[src/design/cmm_defs.vh]
// How it works
// - Function code 2 in the control-pin-two select field routes the performance-monitor tick to that pin, and the host never writes codes 3 to 127.
// The design only holds pin_two_ctl low for code 2 and takes the tick from pin two whenever bit 10 is set, at any function code.
// - Bit 10 of the operating control register picks the tick source, 0 for the internal tick and 1 for an external tick.
// - With the external source picked, the tick is taken from control pin two instead of a dedicated tick pin.
// - A transmit power setpoint of minus 99 dBm or below shutters the transmit output as far as the hardware can.
// - Bit 10 of the transmit and of the receive channel control register enables the host-set minimum frequency registers of that direction.
// - With that bit set tuning uses the high-resolution registers, and with it clear tuning follows the legacy scheme unchanged.
// - Three transmit and three receive read-write registers together set the first-channel frequency in 1 MHz steps.
// - Minimum-frequency values written while the enable bit allows it become the minimum frequency of the laser calculation.
// - Six read-only registers report the present transmit and receive laser frequency in 1 MHz steps.
// - The twelve frequency registers sit at B490 to B49B, each an unsigned 16-bit value, six writable and six read-only.
// - The read-only host lane field reports 10h, 11h or 12h for module class 1, 2 or 3.
`ifndef CMM_DEFS_VH
`define CMM_DEFS_VH

`define CMM_ADDR_LANE_CLASS 16'h8074
`define CMM_ADDR_PIN2_FUNC 16'hB006
`define CMM_ADDR_OP_CTL 16'hB00B
`define CMM_ADDR_TX_CH_CTL 16'hB400
`define CMM_ADDR_TX_POWER 16'hB410
`define CMM_ADDR_RX_CH_CTL 16'hB420
`define CMM_ADDR_FREQ_BASE 16'hB490
`define CMM_ADDR_FREQ_LAST 16'hB49B
`define CMM_FREQ_RW_COUNT 6

`define CMM_BIT_TICK_SRC 10
`define CMM_BIT_HIRES_EN 10

`define CMM_PIN2_FUNC_TICK 8'h02
`define CMM_PIN2_FUNC_RST 8'h00
`define CMM_OP_CTL_RST 1'b0
`define CMM_HIRES_EN_RST 1'b0
`define CMM_FREQ_RST 16'h0000
// Setpoint is signed in 0.01 dBm steps; -99 dBm is -9900.
`define CMM_SHUTTER_LIMIT 16'hD954
`define CMM_TX_POWER_RST 16'h0000

`define CMM_LANE_CLASS1 8'h10
`define CMM_LANE_CLASS2 8'h11
`define CMM_LANE_CLASS3 8'h12

`define CMM_MDIO_DEVAD 5'h01
`define CMM_MDIO_PREAMBLE 6'd32
`define CMM_MDIO_OP_ADDR 2'b00
`define CMM_MDIO_OP_WRITE 2'b01
`define CMM_MDIO_OP_RDINC 2'b10
`define CMM_MDIO_OP_READ 2'b11

`endif

[src/design/cmm_regs.v]
`timescale 1ns/100ps
`default_nettype none
`include "cmm_defs.vh"

module cmm_regs #(
    parameter [7:0] LANE_CLASS = `CMM_LANE_CLASS1,
    parameter [4:0] DEVAD = `CMM_MDIO_DEVAD
) (
    // Clock and reset
    input wire clk,
    input wire rstn,
    // Management pins
    input wire mdc,
    input wire mdio_i,
    output wire mdio_o,
    output wire mdio_oe,
    input wire [4:0] prtad_pins,
    // Control pin two and tick
    input wire programmable_control_pin_two,
    input wire internal_tick,
    output reg perf_monitor_tick,
    output reg pin_two_ctl,
    // Transmit power
    output reg tx_shutter,
    output reg [15:0] tx_power_setpoint,
    // Tuning
    input wire [47:0] tx_legacy_min_freq,
    input wire [47:0] rx_legacy_min_freq,
    input wire [47:0] tx_cur_freq,
    input wire [47:0] rx_cur_freq,
    output wire [47:0] tx_min_freq,
    output wire [47:0] rx_min_freq,
    output wire tx_hires_mode,
    output wire rx_hires_mode
);

wire [15:0] reg_addr;
wire [15:0] reg_wdata;
wire reg_we;
reg [15:0] reg_rdata;
reg [7:0] pin2_func_r;
reg tick_src_r;
reg tx_hires_en_r;
reg rx_hires_en_r;
reg [15:0] freq_r [0:`CMM_FREQ_RW_COUNT-1];
reg p2_s1, p2_s2, p2_d;
wire [15:0] freq_off = reg_addr - `CMM_ADDR_FREQ_BASE;
wire in_freq = (reg_addr >= `CMM_ADDR_FREQ_BASE) && (reg_addr <= `CMM_ADDR_FREQ_LAST);
wire [47:0] tx_hires_min = {freq_r[0], freq_r[1], freq_r[2]};
wire [47:0] rx_hires_min = {freq_r[3], freq_r[4], freq_r[5]};

////////////////////////////////////////////////////////////////////////////////

cmm_mdio #(
    .DEVAD(DEVAD)
) u_mdio (
    .clk(clk),
    .rstn(rstn),
    .mdc(mdc),
    .mdio_i(mdio_i),
    .mdio_o(mdio_o),
    .mdio_oe(mdio_oe),
    .prtad_pins(prtad_pins),
    .reg_addr(reg_addr),
    .reg_wdata(reg_wdata),
    .reg_we(reg_we),
    .reg_rdata(reg_rdata)
);

////////////////////////////////////////////////////////////////////////////////

always @(posedge clk) begin
    if (!rstn) begin
        pin2_func_r <= `CMM_PIN2_FUNC_RST;
        tick_src_r <= `CMM_OP_CTL_RST;
        tx_hires_en_r <= `CMM_HIRES_EN_RST;
        rx_hires_en_r <= `CMM_HIRES_EN_RST;
        tx_power_setpoint <= `CMM_TX_POWER_RST;
    end else if (reg_we) begin
        case (reg_addr)
            // Reserved codes are stored as written; the host keeps clear of them.
            `CMM_ADDR_PIN2_FUNC: pin2_func_r <= reg_wdata[7:0];
            `CMM_ADDR_OP_CTL: tick_src_r <= reg_wdata[`CMM_BIT_TICK_SRC];
            `CMM_ADDR_TX_CH_CTL: tx_hires_en_r <= reg_wdata[`CMM_BIT_HIRES_EN];
            `CMM_ADDR_RX_CH_CTL: rx_hires_en_r <= reg_wdata[`CMM_BIT_HIRES_EN];
            `CMM_ADDR_TX_POWER: tx_power_setpoint <= reg_wdata;
            default: pin2_func_r <= pin2_func_r;
        endcase
    end
end

// Only the first six words of the block are writable; the rest fall through.
genvar gi;
generate
    for (gi = 0; gi < `CMM_FREQ_RW_COUNT; gi = gi + 1) begin : g_freq
        always @(posedge clk) begin
            if (!rstn)
                freq_r[gi] <= `CMM_FREQ_RST;
            else if (reg_we && in_freq && (freq_off == gi))
                freq_r[gi] <= reg_wdata;
        end
    end
endgenerate

////////////////////////////////////////////////////////////////////////////////

always @* begin
    reg_rdata = 16'h0000;
    case (reg_addr)
        `CMM_ADDR_LANE_CLASS: reg_rdata = {8'h00, LANE_CLASS};
        `CMM_ADDR_PIN2_FUNC: reg_rdata = {8'h00, pin2_func_r};
        `CMM_ADDR_OP_CTL: reg_rdata = {5'h00, tick_src_r, 10'h000};
        `CMM_ADDR_TX_CH_CTL: reg_rdata = {5'h00, tx_hires_en_r, 10'h000};
        `CMM_ADDR_RX_CH_CTL: reg_rdata = {5'h00, rx_hires_en_r, 10'h000};
        `CMM_ADDR_TX_POWER: reg_rdata = tx_power_setpoint;
        default: begin
            if (in_freq) begin
                case (freq_off[3:0])
                    4'h0: reg_rdata = freq_r[0];
                    4'h1: reg_rdata = freq_r[1];
                    4'h2: reg_rdata = freq_r[2];
                    4'h3: reg_rdata = freq_r[3];
                    4'h4: reg_rdata = freq_r[4];
                    4'h5: reg_rdata = freq_r[5];
                    4'h6: reg_rdata = tx_cur_freq[47:32];
                    4'h7: reg_rdata = tx_cur_freq[31:16];
                    4'h8: reg_rdata = tx_cur_freq[15:0];
                    4'h9: reg_rdata = rx_cur_freq[47:32];
                    4'hA: reg_rdata = rx_cur_freq[31:16];
                    4'hB: reg_rdata = rx_cur_freq[15:0];
                    default: reg_rdata = 16'h0000;
                endcase
            end
        end
    endcase
end

////////////////////////////////////////////////////////////////////////////////

always @(posedge clk) begin
    if (!rstn) begin
        p2_s1 <= 1'b0;
        p2_s2 <= 1'b0;
        p2_d <= 1'b0;
        perf_monitor_tick <= 1'b0;
        pin_two_ctl <= 1'b0;
        tx_shutter <= 1'b0;
    end else begin
        p2_s1 <= programmable_control_pin_two;
        p2_s2 <= p2_s1;
        p2_d <= p2_s2;
        // The external tick is the rising edge seen on pin two.
        if (tick_src_r)
            perf_monitor_tick <= p2_s2 & ~p2_d;
        else
            perf_monitor_tick <= internal_tick;
        // While the function code is 2 (tick) pin two is not a plain control level.
        pin_two_ctl <= (pin2_func_r == `CMM_PIN2_FUNC_TICK) ? 1'b0 : p2_s2;
        tx_shutter <= ($signed(tx_power_setpoint) <= $signed(`CMM_SHUTTER_LIMIT));
    end
end

////////////////////////////////////////////////////////////////////////////////

cmm_tune #(
    .FREQ_W(48)
) u_tx_tune (
    .clk(clk),
    .rstn(rstn),
    .hires_en(tx_hires_en_r),
    .hires_min_freq(tx_hires_min),
    .legacy_min_freq(tx_legacy_min_freq),
    .min_freq(tx_min_freq),
    .hires_mode(tx_hires_mode)
);

cmm_tune #(
    .FREQ_W(48)
) u_rx_tune (
    .clk(clk),
    .rstn(rstn),
    .hires_en(rx_hires_en_r),
    .hires_min_freq(rx_hires_min),
    .legacy_min_freq(rx_legacy_min_freq),
    .min_freq(rx_min_freq),
    .hires_mode(rx_hires_mode)
);

endmodule
`default_nettype wire

[src/design/cmm_tune.v]
`timescale 1ns/100ps
`default_nettype none
`include "cmm_defs.vh"

module cmm_tune #(
    parameter FREQ_W = 48
) (
    // Clock and reset
    input wire clk,
    input wire rstn,
    // Selection
    input wire hires_en,
    input wire [FREQ_W-1:0] hires_min_freq,
    input wire [FREQ_W-1:0] legacy_min_freq,
    // To the laser control
    output reg [FREQ_W-1:0] min_freq,
    output reg hires_mode
);

always @(posedge clk) begin
    if (!rstn) begin
        min_freq <= {FREQ_W{1'b0}};
        hires_mode <= 1'b0;
    end else begin
        hires_mode <= hires_en;
        // The legacy value passes untouched so existing tuning is unchanged.
        min_freq <= hires_en ? hires_min_freq : legacy_min_freq;
    end
end

endmodule
`default_nettype wire

[src/design/cmm_mdio.v]
`timescale 1ns/100ps
`default_nettype none
`include "cmm_defs.vh"

module cmm_mdio #(
    parameter [4:0] DEVAD = `CMM_MDIO_DEVAD
) (
    // Clock and reset
    input wire clk,
    input wire rstn,
    // Management pins
    input wire mdc,
    input wire mdio_i,
    output reg mdio_o,
    output reg mdio_oe,
    input wire [4:0] prtad_pins,
    // Register side
    output reg [15:0] reg_addr,
    output reg [15:0] reg_wdata,
    output reg reg_we,
    input wire [15:0] reg_rdata
);

localparam S_PRE = 2'd0;
localparam S_HDR = 2'd1;
localparam S_TA = 2'd2;
localparam S_DAT = 2'd3;

reg mdc_s1, mdc_s2, mdc_d;
reg mdio_s1, mdio_s2;
reg [4:0] prt_s1, prt_s2;
reg [1:0] state_r;
reg [5:0] cnt_r;
reg [13:0] hdr_r;
reg [15:0] sh_r;
reg [1:0] op_r;
reg mine_r;
wire rise = mdc_s2 & ~mdc_d;
wire [13:0] hdr_nxt = {hdr_r[12:0], mdio_s2};
wire [15:0] sh_nxt = {sh_r[14:0], mdio_s2};
wire rd_r = mine_r & op_r[1];

////////////////////////////////////////////////////////////////////////////////

// MDC and MDIO share one synchroniser depth so the sampled bit stays aligned with the edge.
always @(posedge clk) begin
    if (!rstn) begin
        mdc_s1 <= 1'b0;
        mdc_s2 <= 1'b0;
        mdc_d <= 1'b0;
        mdio_s1 <= 1'b1;
        mdio_s2 <= 1'b1;
        prt_s1 <= 5'h00;
        prt_s2 <= 5'h00;
    end else begin
        mdc_s1 <= mdc;
        mdc_s2 <= mdc_s1;
        mdc_d <= mdc_s2;
        mdio_s1 <= mdio_i;
        mdio_s2 <= mdio_s1;
        prt_s1 <= prtad_pins;
        prt_s2 <= prt_s1;
    end
end

////////////////////////////////////////////////////////////////////////////////

always @(posedge clk) begin
    if (!rstn) begin
        state_r <= S_PRE;
        cnt_r <= 6'd0;
        hdr_r <= 14'h0000;
        sh_r <= 16'h0000;
        op_r <= 2'b00;
        mine_r <= 1'b0;
        mdio_o <= 1'b1;
        mdio_oe <= 1'b0;
        reg_addr <= 16'h0000;
        reg_wdata <= 16'h0000;
        reg_we <= 1'b0;
    end else begin
        reg_we <= 1'b0;
        if (rise) begin
            case (state_r)
                S_PRE: begin
                    if (mdio_s2) begin
                        if (cnt_r != `CMM_MDIO_PREAMBLE)
                            cnt_r <= cnt_r + 6'd1;
                    end else if (cnt_r == `CMM_MDIO_PREAMBLE) begin
                        hdr_r <= 14'h0000;
                        cnt_r <= 6'd1;
                        state_r <= S_HDR;
                    end else begin
                        cnt_r <= 6'd0;
                    end
                end
                S_HDR: begin
                    hdr_r <= hdr_nxt;
                    cnt_r <= cnt_r + 6'd1;
                    if (cnt_r == 6'd13) begin
                        op_r <= hdr_nxt[11:10];
                        mine_r <= (hdr_nxt[13:12] == 2'b00) && (hdr_nxt[9:5] == prt_s2) &&
                                  (hdr_nxt[4:0] == DEVAD);
                        sh_r <= reg_rdata;
                        cnt_r <= 6'd0;
                        state_r <= S_TA;
                    end
                end
                S_TA: begin
                    cnt_r <= cnt_r + 6'd1;
                    if (cnt_r == 6'd0) begin
                        mdio_oe <= rd_r;
                        // The output rests high unless this frame is a read addressed here.
                        mdio_o <= ~rd_r;
                    end else begin
                        if (rd_r) begin
                            mdio_o <= sh_r[15];
                            sh_r <= {sh_r[14:0], 1'b0};
                        end
                        cnt_r <= 6'd0;
                        state_r <= S_DAT;
                    end
                end
                S_DAT: begin
                    sh_r <= sh_nxt;
                    mdio_o <= rd_r ? sh_r[15] : 1'b1;
                    cnt_r <= cnt_r + 6'd1;
                    if (cnt_r == 6'd15) begin
                        mdio_oe <= 1'b0;
                        mdio_o <= 1'b1;
                        if (mine_r) begin
                            case (op_r)
                                `CMM_MDIO_OP_ADDR: reg_addr <= sh_nxt;
                                `CMM_MDIO_OP_WRITE: begin
                                    reg_wdata <= sh_nxt;
                                    reg_we <= 1'b1;
                                end
                                `CMM_MDIO_OP_RDINC: reg_addr <= reg_addr + 16'h0001;
                                default: reg_addr <= reg_addr;
                            endcase
                        end
                        cnt_r <= 6'd0;
                        state_r <= S_PRE;
                    end
                end
                default: state_r <= S_PRE;
            endcase
        end
    end
end

endmodule
`default_nettype wire

[config.mk]
export PLATFORM = sky130hd
export DESIGN_NAME = cmm_regs
export DESIGN_NICKNAME = d
export VERILOG_FILES = /design/src/design/cmm_regs.v /design/src/design/cmm_tune.v /design/src/design/cmm_mdio.v
export VERILOG_INCLUDE_DIRS = /design/src /design/src/design
export SDC_FILE = /design/constraint.sdc
export NUM_CORES = 1
export LEC_CHECK = 0
export BUFFER_PORTS_ARGS = -buffer_cell sky130_fd_sc_hd__buf_2
export CAP_MARGIN = 30
export CELL_PAD_IN_SITES_DETAIL_PLACEMENT = 2
export CELL_PAD_IN_SITES_GLOBAL_PLACEMENT = 2
export CORE_MARGIN = 2
export CORE_UTILIZATION = 34
export CTS_BUF_LIST = sky130_fd_sc_hd__clkbuf_8
export CTS_CLUSTER_DIAMETER = 100
export CTS_CLUSTER_SIZE = 16
export DETAILED_ROUTE_END_ITERATION = 8
export HOLD_SLACK_MARGIN = 0.1
export PLACE_DENSITY_LB_ADDON = 0.1
export SYNTH_ARGS = -nofsm -noshare
export SYNTH_HDL_FRONTEND = slang
export SYNTH_SLANG_ARGS = --single-unit
[constraint.sdc]
create_clock -name clk -period 4.1 [get_ports clk]
set_clock_uncertainty 0.1 [all_clocks]
set_input_delay 0.205 -clock clk [delete_from_list [all_inputs] [get_ports clk]]
set_output_delay 0.205 -clock clk [all_outputs]
set_load 0.01 [all_outputs]
==> reports/qor_table.md, run 1 <==
| Item | This run |
|:---|:---|
| Max Clock Freq | 329 MHz |
| Design area | 0.0178 mm^2 |
| Die span in x | 209 um |
| Static Leak | 6.77 nW |
| Placed wire-length estimate | 45.8 mm |
| Length of the first detailed-routing pass in iterations | 5 |
| Die extent in y | 209 um |
| Worst setup EP type | flip-flop |
| CTS tree | yes |
| Share of the cycle needed by the critical path after routing | 0.740 |
| Worst hold path class | input pin to flip-flop |
| Clock buffer depth | 3 |
| Switching part of the total | 0.260 |
| Synthesized cell area | 0.0143 mm^2 |
| Via count | 13,300 |
| Total power per unit cell area | 311 mW/mm^2 |
| Number of synthesized flops with an enable pin | 96 |
| Placeable core region | 0.0417 mm^2 |
| Clock share of power | 0.297 |
| Crit-path max FO | 43 |
| Worst skew pair latency | 0.62 ns |
| Synth cell count leaders | dfxtp_1 (221), nor2_1 (161), nand2_1 (143) |
| Ports placed on the boundary | 322 |
| Clock buffers created by TritonCTS | 23 |
| Met3 WL | 3.92 mm |
| Fillers | 4,542 |
| Arrival time at the worst endpoint | 3.47 ns |
| Design internal power | 4.10 mW |
| Largest net degree at the start of global routing | 125 |
| Clock edge transition at the registers on the reported setup and hold paths | 0.12 ns |
| Least setup slack across all paths after layout | 1.06 ns |
| Fraction of layout instances using a drive strength above 1 | 0.225 |
| Gr ovfl total | 0 |
| Number of global-route vias before repair | 14,000 |
| Count of different cell masters after synthesis | 75 |
| Endpoints failing hold | 0 |
| Share of total power in combinational logic | 0.086 |
| Number of nets at the end of the flow | 2,036 |
| Final Wtd Congestion | 0.860 |
| Worst-Margin Slew | 1.02 ns |
| Warnings, synthesis | 0 |
| Sum of negative setup slack | 0 ns |
| Unrepaired setup endpoints after global routing | false |
| Number of antenna violations at the first check in global routing | 11 |
| Net load switching power | 1.44 mW |
| Critical path start-end classification | flip-flop to flip-flop |
| Total of flip-flops plus latches after synthesis | 317 |
| Worst Setup Start Kind | flip-flop |
| Largest cells by area after synthesis | dfxtp_1 (31%), edfxtp_1 (20%), mux2i_1 (8.0%), and2_1 (5.2%), nor2_1 (4.2%) |
| TritonCTS Sinks | 317 |
| Worst setup slack before clock tree synthesis | 1.09 ns |
| Area share of the largest cell type after synthesis | 0.310 |
| Final Total Pwr | 5.53 mW |
| Count of nets left with antenna violations after detail routing | 0 |
| Worst hold slack after final layout | 0.144 ns |
| Sequential-to-total area share from yosys stat | 0.512 |
| Starting Density | 0.343 |
| Final number of setup-violating endpoints | 0 |
| Drt total wl | 65.2 mm |
| Cell chosen for the clock root | clkbuf_8 |
| Routed met2 length | 32.4 mm |
| Maximum VDD drop | 0.232 mV |
| Required time reported for the critical path endpoint | 4.54 ns |
| Number of standard cells after synthesis | 1,456 |
| Area enclosed by the die boundary | 0.0436 mm^2 |
| CTS HTree Levels | 1 |
| Sequential group share of total power | 0.617 |
| DR iter-0 viols | 1,032 |
| Syn avg cell area | 9.80 um^2 |
| Count of port buffers added during placement | 321 |
| Met1 Wirelength | 26.7 mm |
| Max-slew violations | 0 |
| Primary flip-flop cell chosen by synthesis mapping | dfxtp_1 |
| Net count after synthesis | 1,670 |
| DR DRC count | 0 |
| Top Metal Used | met5 |
| Placed cell areas | 0.0163 mm^2 |
| Total of max-cap violations | 0 |
| Final routed wire length divided by cell count | 27.4 um |
| Layout area overhead | 24.5% |
| Share of synthesized flip-flops with an asynchronous set or reset | 0 |
| Vias per inst | 5.57 |
| Cells resized by post-CTS repair | 0 |
| All-layer global routing usage | 0.291 |
| Placement row count | 75 |
| Wire length of the first global-routing pass | 94.3 mm |
| Slew margin rel. | 0.318 |
| Leading cell type by number of instances after synthesis | dfxtp_1 |
| Period minus WS final | 3.04 ns |
| Largest area contributor in the netlist | dfxtp_1 |
| Status | finished, final reports clean |
-- kinds of logic after synthesis --
group,count (synthesis),share of synthesized area
xor gates and xnor gates,7,0.00430
buffers and inverters,127,0.0405
DFF,317,0.512
muxes,118,0.0831
AOI/OAI and AO/OA,317,0.153
adders and majority gates,11,0.00964
and+or+nand+nor,559,0.198
-- cell usage in the layout (no fill, tap or decap), types with 25 or more instances in the layout --
master and n:
inv_1 25, nand3_1 30, nor2_1 161, buf_2 321, mux2i_1 114, dlygate4sd3_1 107, a21oi_1 91, o21ai_0 30
edfxtp_1 96, dfxtp_1 217, nand2_1 143, and2_1 118, a22oi_1 48
-- what timing repair did --
action                    CTS  global route
buffers inserted            0             0
hold endpoints to repair  106             0
hold buffers              107             0
-- registers in the layout (all words and copies together), names as in the netlist, 2 cells and up --
register and count:
freq_r 96, u_mdio.reg_wdata 16, u_mdio.prt_s2 5, u_mdio.sh_r 16, u_mdio.op_r 2, u_tx_tune.min_freq 48
u_mdio.hdr_r 13, u_rx_tune.min_freq 48, u_mdio.reg_addr 16, u_mdio.cnt_r 6, u_mdio.prt_s1 5, u_mdio.state_r 2
tx_power_setpoint 16, pin2_func_r 8
-- path summary, 6_finish.rpt --
kind                 startpoint         endpoint  slack [ns]  cells past startpoint
max          u_mdio.reg_addr[0]  u_mdio.sh_r[13]        1.06                      8
min              rx_cur_freq[9]   u_mdio.sh_r[9]        0.14                      5
max reg2reg  u_mdio.reg_addr[0]  u_mdio.sh_r[13]        1.06                      8
min reg2reg      u_mdio.mdio_s1   u_mdio.mdio_s2        0.32                      1
-- critical path, stage by stage (launching register included) --
cell      delay [ns]
dfxtp_1         0.37
inv_1           0.15
ha_2            0.89
a22oi_1         0.33
a211oi_1        0.41
a221oi_1        0.13
a21oi_1         0.31
a211oi_1        0.08
o22ai_1         0.17
-- through the flow --
step | instances | utilization
after global routing | 2383 | 0.427
after floorplan | 1456 | -
final | 2384 | 0.427
after CTS | 2372 | 0.425
after global placement | 2225 | 0.390
after detailed placement | 2227 | 0.390
-- power by group through the flow --
| stage | Sequential [mW] | Combinational (mW) | Clock [mW] |
|---|---|---|---|
| 2_1_floorplan | 3.46 | 0.134 | 0 |
| 4_1_cts | 3.41 | 0.467 | 1.68 |
| 6_report | 3.42 | 0.477 | 1.64 |
| 3_3_place_gp | 3.48 | 0.377 | 0 |
| 5_1_grt | 3.42 | 0.514 | 1.79 |
| 3_5_place_dp | 3.49 | 0.383 | 0 |
-- final cells by class --
class	count	area [um^2]	share of cell area
clock buffers	23	317	0.0178
well taps	539	674	0.0379
flip-flops and latches	317	7310	0.411
inverters	13	53.8	0.00303
clock inverters	15	61.3	0.00345
multi-input cells	1012	6400	0.360
repair buffers	455	2930	0.165
diodes	10	25.0	0.00141
-- layer usage --
layer / GRT usage / vias to the layer above
met5: 0 / -
met4: 0.105 / 4
met3: 0.0394 / 114
met2: 0.511 / 507
met1: 0.363 / 6690
li1: - / 5966
(Power assumes the default switching activity.)
==> inputs of run 2 (changes only) <==
--- a/config.mk
+++ b/config.mk
@@ -11,7 +11,7 @@
 export CELL_PAD_IN_SITES_DETAIL_PLACEMENT = 2
 export CELL_PAD_IN_SITES_GLOBAL_PLACEMENT = 2
 export CORE_MARGIN = 2
-export CORE_UTILIZATION = 34
+export CORE_UTILIZATION = 31
 export CTS_BUF_LIST = sky130_fd_sc_hd__clkbuf_8
 export CTS_CLUSTER_DIAMETER = 100
 export CTS_CLUSTER_SIZE = 16
==> constraint.sdc (replaced) <==
create_clock -name clk -period 2.5 [get_ports clk]
set_clock_uncertainty 0.1 [all_clocks]
set_input_delay 0.125 -clock clk [delete_from_list [all_inputs] [get_ports clk]]
set_output_delay 0.125 -clock clk [all_outputs]
set_load 0.01 [all_outputs]
==> run 2 against run 1 <==
Global-route usage decreased by 1.0 points. Largest power group unchanged. The run now ends with negative setup slack left. Register-to-register slack got worse by 1.2 ns. Critical endpoint is now u_mdio.sh_r[0]. Worst setup slack got worse by 1.2 ns. Maximum frequency increased by 15%. Routed wire length increased by 5.0%. Sequential share of layout area decreased by 2.3 points. Power increased by 64%. Critical path type unchanged. First-iteration DRC count increased by 2.5%.
==> reports/qor_table.md, run 2 (same netlist as run 1, synthesis figures left out) <==
| Item | This run |
|:---|:---|
| Count of port buffers added during placement | 321 |
| Status | finished, violations left |
| Clock buffers created by TritonCTS | 23 |
| Die extent in y | 219 um |
| Crit-path max FO | 5 |
| Drt total wl | 68.5 mm |
| Share of the cycle needed by the critical path after routing | 1.05 |
| Number of global-route vias before repair | 14,600 |
| Count of nets left with antenna violations after detail routing | 0 |
| Net load switching power | 2.33 mW |
| Worst setup path start | u_mdio.reg_addr[0] |
| Clock edge transition at the registers on the reported setup and hold paths | 0.11 ns |
| CTS tree | yes |
| Sum of negative setup slack | -0.184 ns |
| Ports placed on the boundary | 322 |
| Placeable core region | 0.0454 mm^2 |
| DR DRC count | 0 |
| Number of placed instances with taps included | 2,352 |
| Biggest register | freq_r |
| RR Startpoint | u_mdio.reg_addr[0] |
| Period minus WS final | 2.63 ns |
| DR iter-0 viols | 1,058 |
| Maximum VDD drop | 0.321 mV |
| Unrepaired setup endpoints after global routing | true |
| Total power per unit cell area | 482 mW/mm^2 |
| Endpoints failing hold | 0 |
| Core Util, Final | 0.415 |
| Vias per inst | 5.40 |
| Worst hold slack after final layout | 0.169 ns |
| Area enclosed by the die boundary | 0.0478 mm^2 |
| Number of nets at the end of the flow | 2,117 |
| Gr ovfl total | 0 |
| Final Total Pwr | 9.07 mW |
| Layout area overhead | 32.0% |
| Worst hold path class | input pin to flip-flop |
| CTS HTree Levels | 1 |
| Number of antenna violations at the first check in global routing | 2 |
| Violations in the final reports | negative setup slack |
| Clock share of power | 0.292 |
| Most frequent standard cell in the layout excluding fill and tap cells | buf_2 |
| Switching part of the total | 0.257 |
| Placed wire-length estimate | 49.2 mm |
| Arrival time at the worst endpoint | 3.03 ns |
| Placed cell areas | 0.0170 mm^2 |
| Registers with the most flip-flops | freq_r x96, u_rx_tune.min_freq x48, u_tx_tune.min_freq x48 |
| Number of standard cells in the layout, taps in and fillers out | 2,519 |
| Critical path start-end classification | flip-flop to flip-flop |
| Static Leak | 7.30 nW |
| Worst setup EP type | flip-flop |
| Required time reported for the critical path endpoint | 2.90 ns |
| Final routed wire length divided by cell count | 27.2 um |
| Max-slew violations | 0 |
| Flip-flop count of the largest register after layout | 96 |
| Worst setup slack before clock tree synthesis | -0.486 ns |
| Sequential group share of total power | 0.616 |
| Final Wtd Congestion | 0.898 |
| Length of the first detailed-routing pass in iterations | 5 |
| Worst-Margin Slew | 0.805 ns |
| Slew margin rel. | 0.463 |
| Largest net degree at the start of global routing | 67 |
| Placement row count | 78 |
| All-layer global routing usage | 0.281 |
| Design internal power | 6.74 mW |
| Starting Density | 0.315 |
| Commonest cells after routing, fill and taps aside | buf_2 (321), dfxtp_1 (214), nor2_1 (161), nand2_1 (143), and2_1 (118) |
| Wire length of the first global-routing pass | 98.7 mm |
| Fraction of layout instances using a drive strength above 1 | 0.263 |
| Max Clock Freq | 380 MHz |
| Min-Delay Startpoint | prtad_pins[3] |
| Via count | 13,600 |
| Clock buffer depth | 3 |
| Worst skew pair latency | 0.62 ns |
| Total of max-cap violations | 0 |
| TritonCTS Sinks | 317 |
| Design area | 0.0188 mm^2 |
| Die span in x | 219 um |
| Least setup slack across all paths after layout | -0.130 ns |
| Worst Setup Start Kind | flip-flop |
| Share of total power in combinational logic | 0.092 |
| Cell chosen for the clock root | clkbuf_8 |
| Final number of setup-violating endpoints | 2 |
| R2R Setup Slk | -0.13 ns |
-- run 2: changes by cell type in the layout (fill, tap and decap cells not counted), sizes merged --
cell	delta
diode	-8
dlygate4sd3	+7
buf	+72
clkinvlp	-1
clkinv	-1
bufbuf	+2
inv	+3
-- run 2: what timing repair did --
| item | in CTS | in global routing |
|---|---|---|
| pin swaps | 7 | 16 |
| hold buffers | 113 | 1 |
| endpoints found under the setup margin | 22 | 53 |
| gates cloned | 2 | 0 |
| hold endpoints to repair | 173 | 1 |
| resized for setup | 19 | 18 |
| buffers inserted | 10 | 0 |
-- run 2: power groups by stage --
stage	Clock (mW)	Sequential, mW	Combinational, mW
after floorplan	0	5.68	0.220
after global placement	0	5.71	0.666
after detailed placement	0	5.71	0.673
after CTS	2.73	5.59	0.819
after global routing	2.92	5.61	0.899
final	2.65	5.59	0.836
-- run 2: worst max-delay path: stages, from the launching register on --
cell and delay (ns):
dfxtp_4 0.41, inv_4 0.06, ha_4 0.17, buf_12 0.13
a222oi_1 0.59, a311oi_2 0.28, nor3_2 0.35, nor3_2 0.12
a221oi_2 0.20, a21oi_1 0.09
-- run 2: layout make-up --
type | instances | area (um^2)
Fill cell | 4901 | 26500
Sequential cell | 317 | 7330
Multi-Input combinational cell | 1012 | 6520
Timing Repair Buffer | 536 | 3800
Tap cell | 600 | 751
Clock buffer | 23 | 317
Clock inverter | 16 | 60.1
Inverter | 13 | 58.8
Antenna cell | 2 | 5.00
-- run 2: worst paths after layout --
| kind | endpoint | depth (start not counted) |
|---|---|---|
| worst max-delay path | u_mdio.sh_r[0] | 9 |
| worst min-delay path | u_mdio.prt_s1[3] | 3 |
| worst max register to register | u_mdio.sh_r[0] | 9 |
| worst min register to register | u_mdio.mdio_s2 | 1 |
-- run 2: layer usage --
metal	share of wire	wire [um]	track usage	up-vias
met1	0.42	28800	0.356	6965
met3	0.046	3120	0.0273	87
met5	0	0	0	-
li1	-	-	-	6119
met2	0.51	34600	0.504	435
met4	0.030	2020	0.0771	0
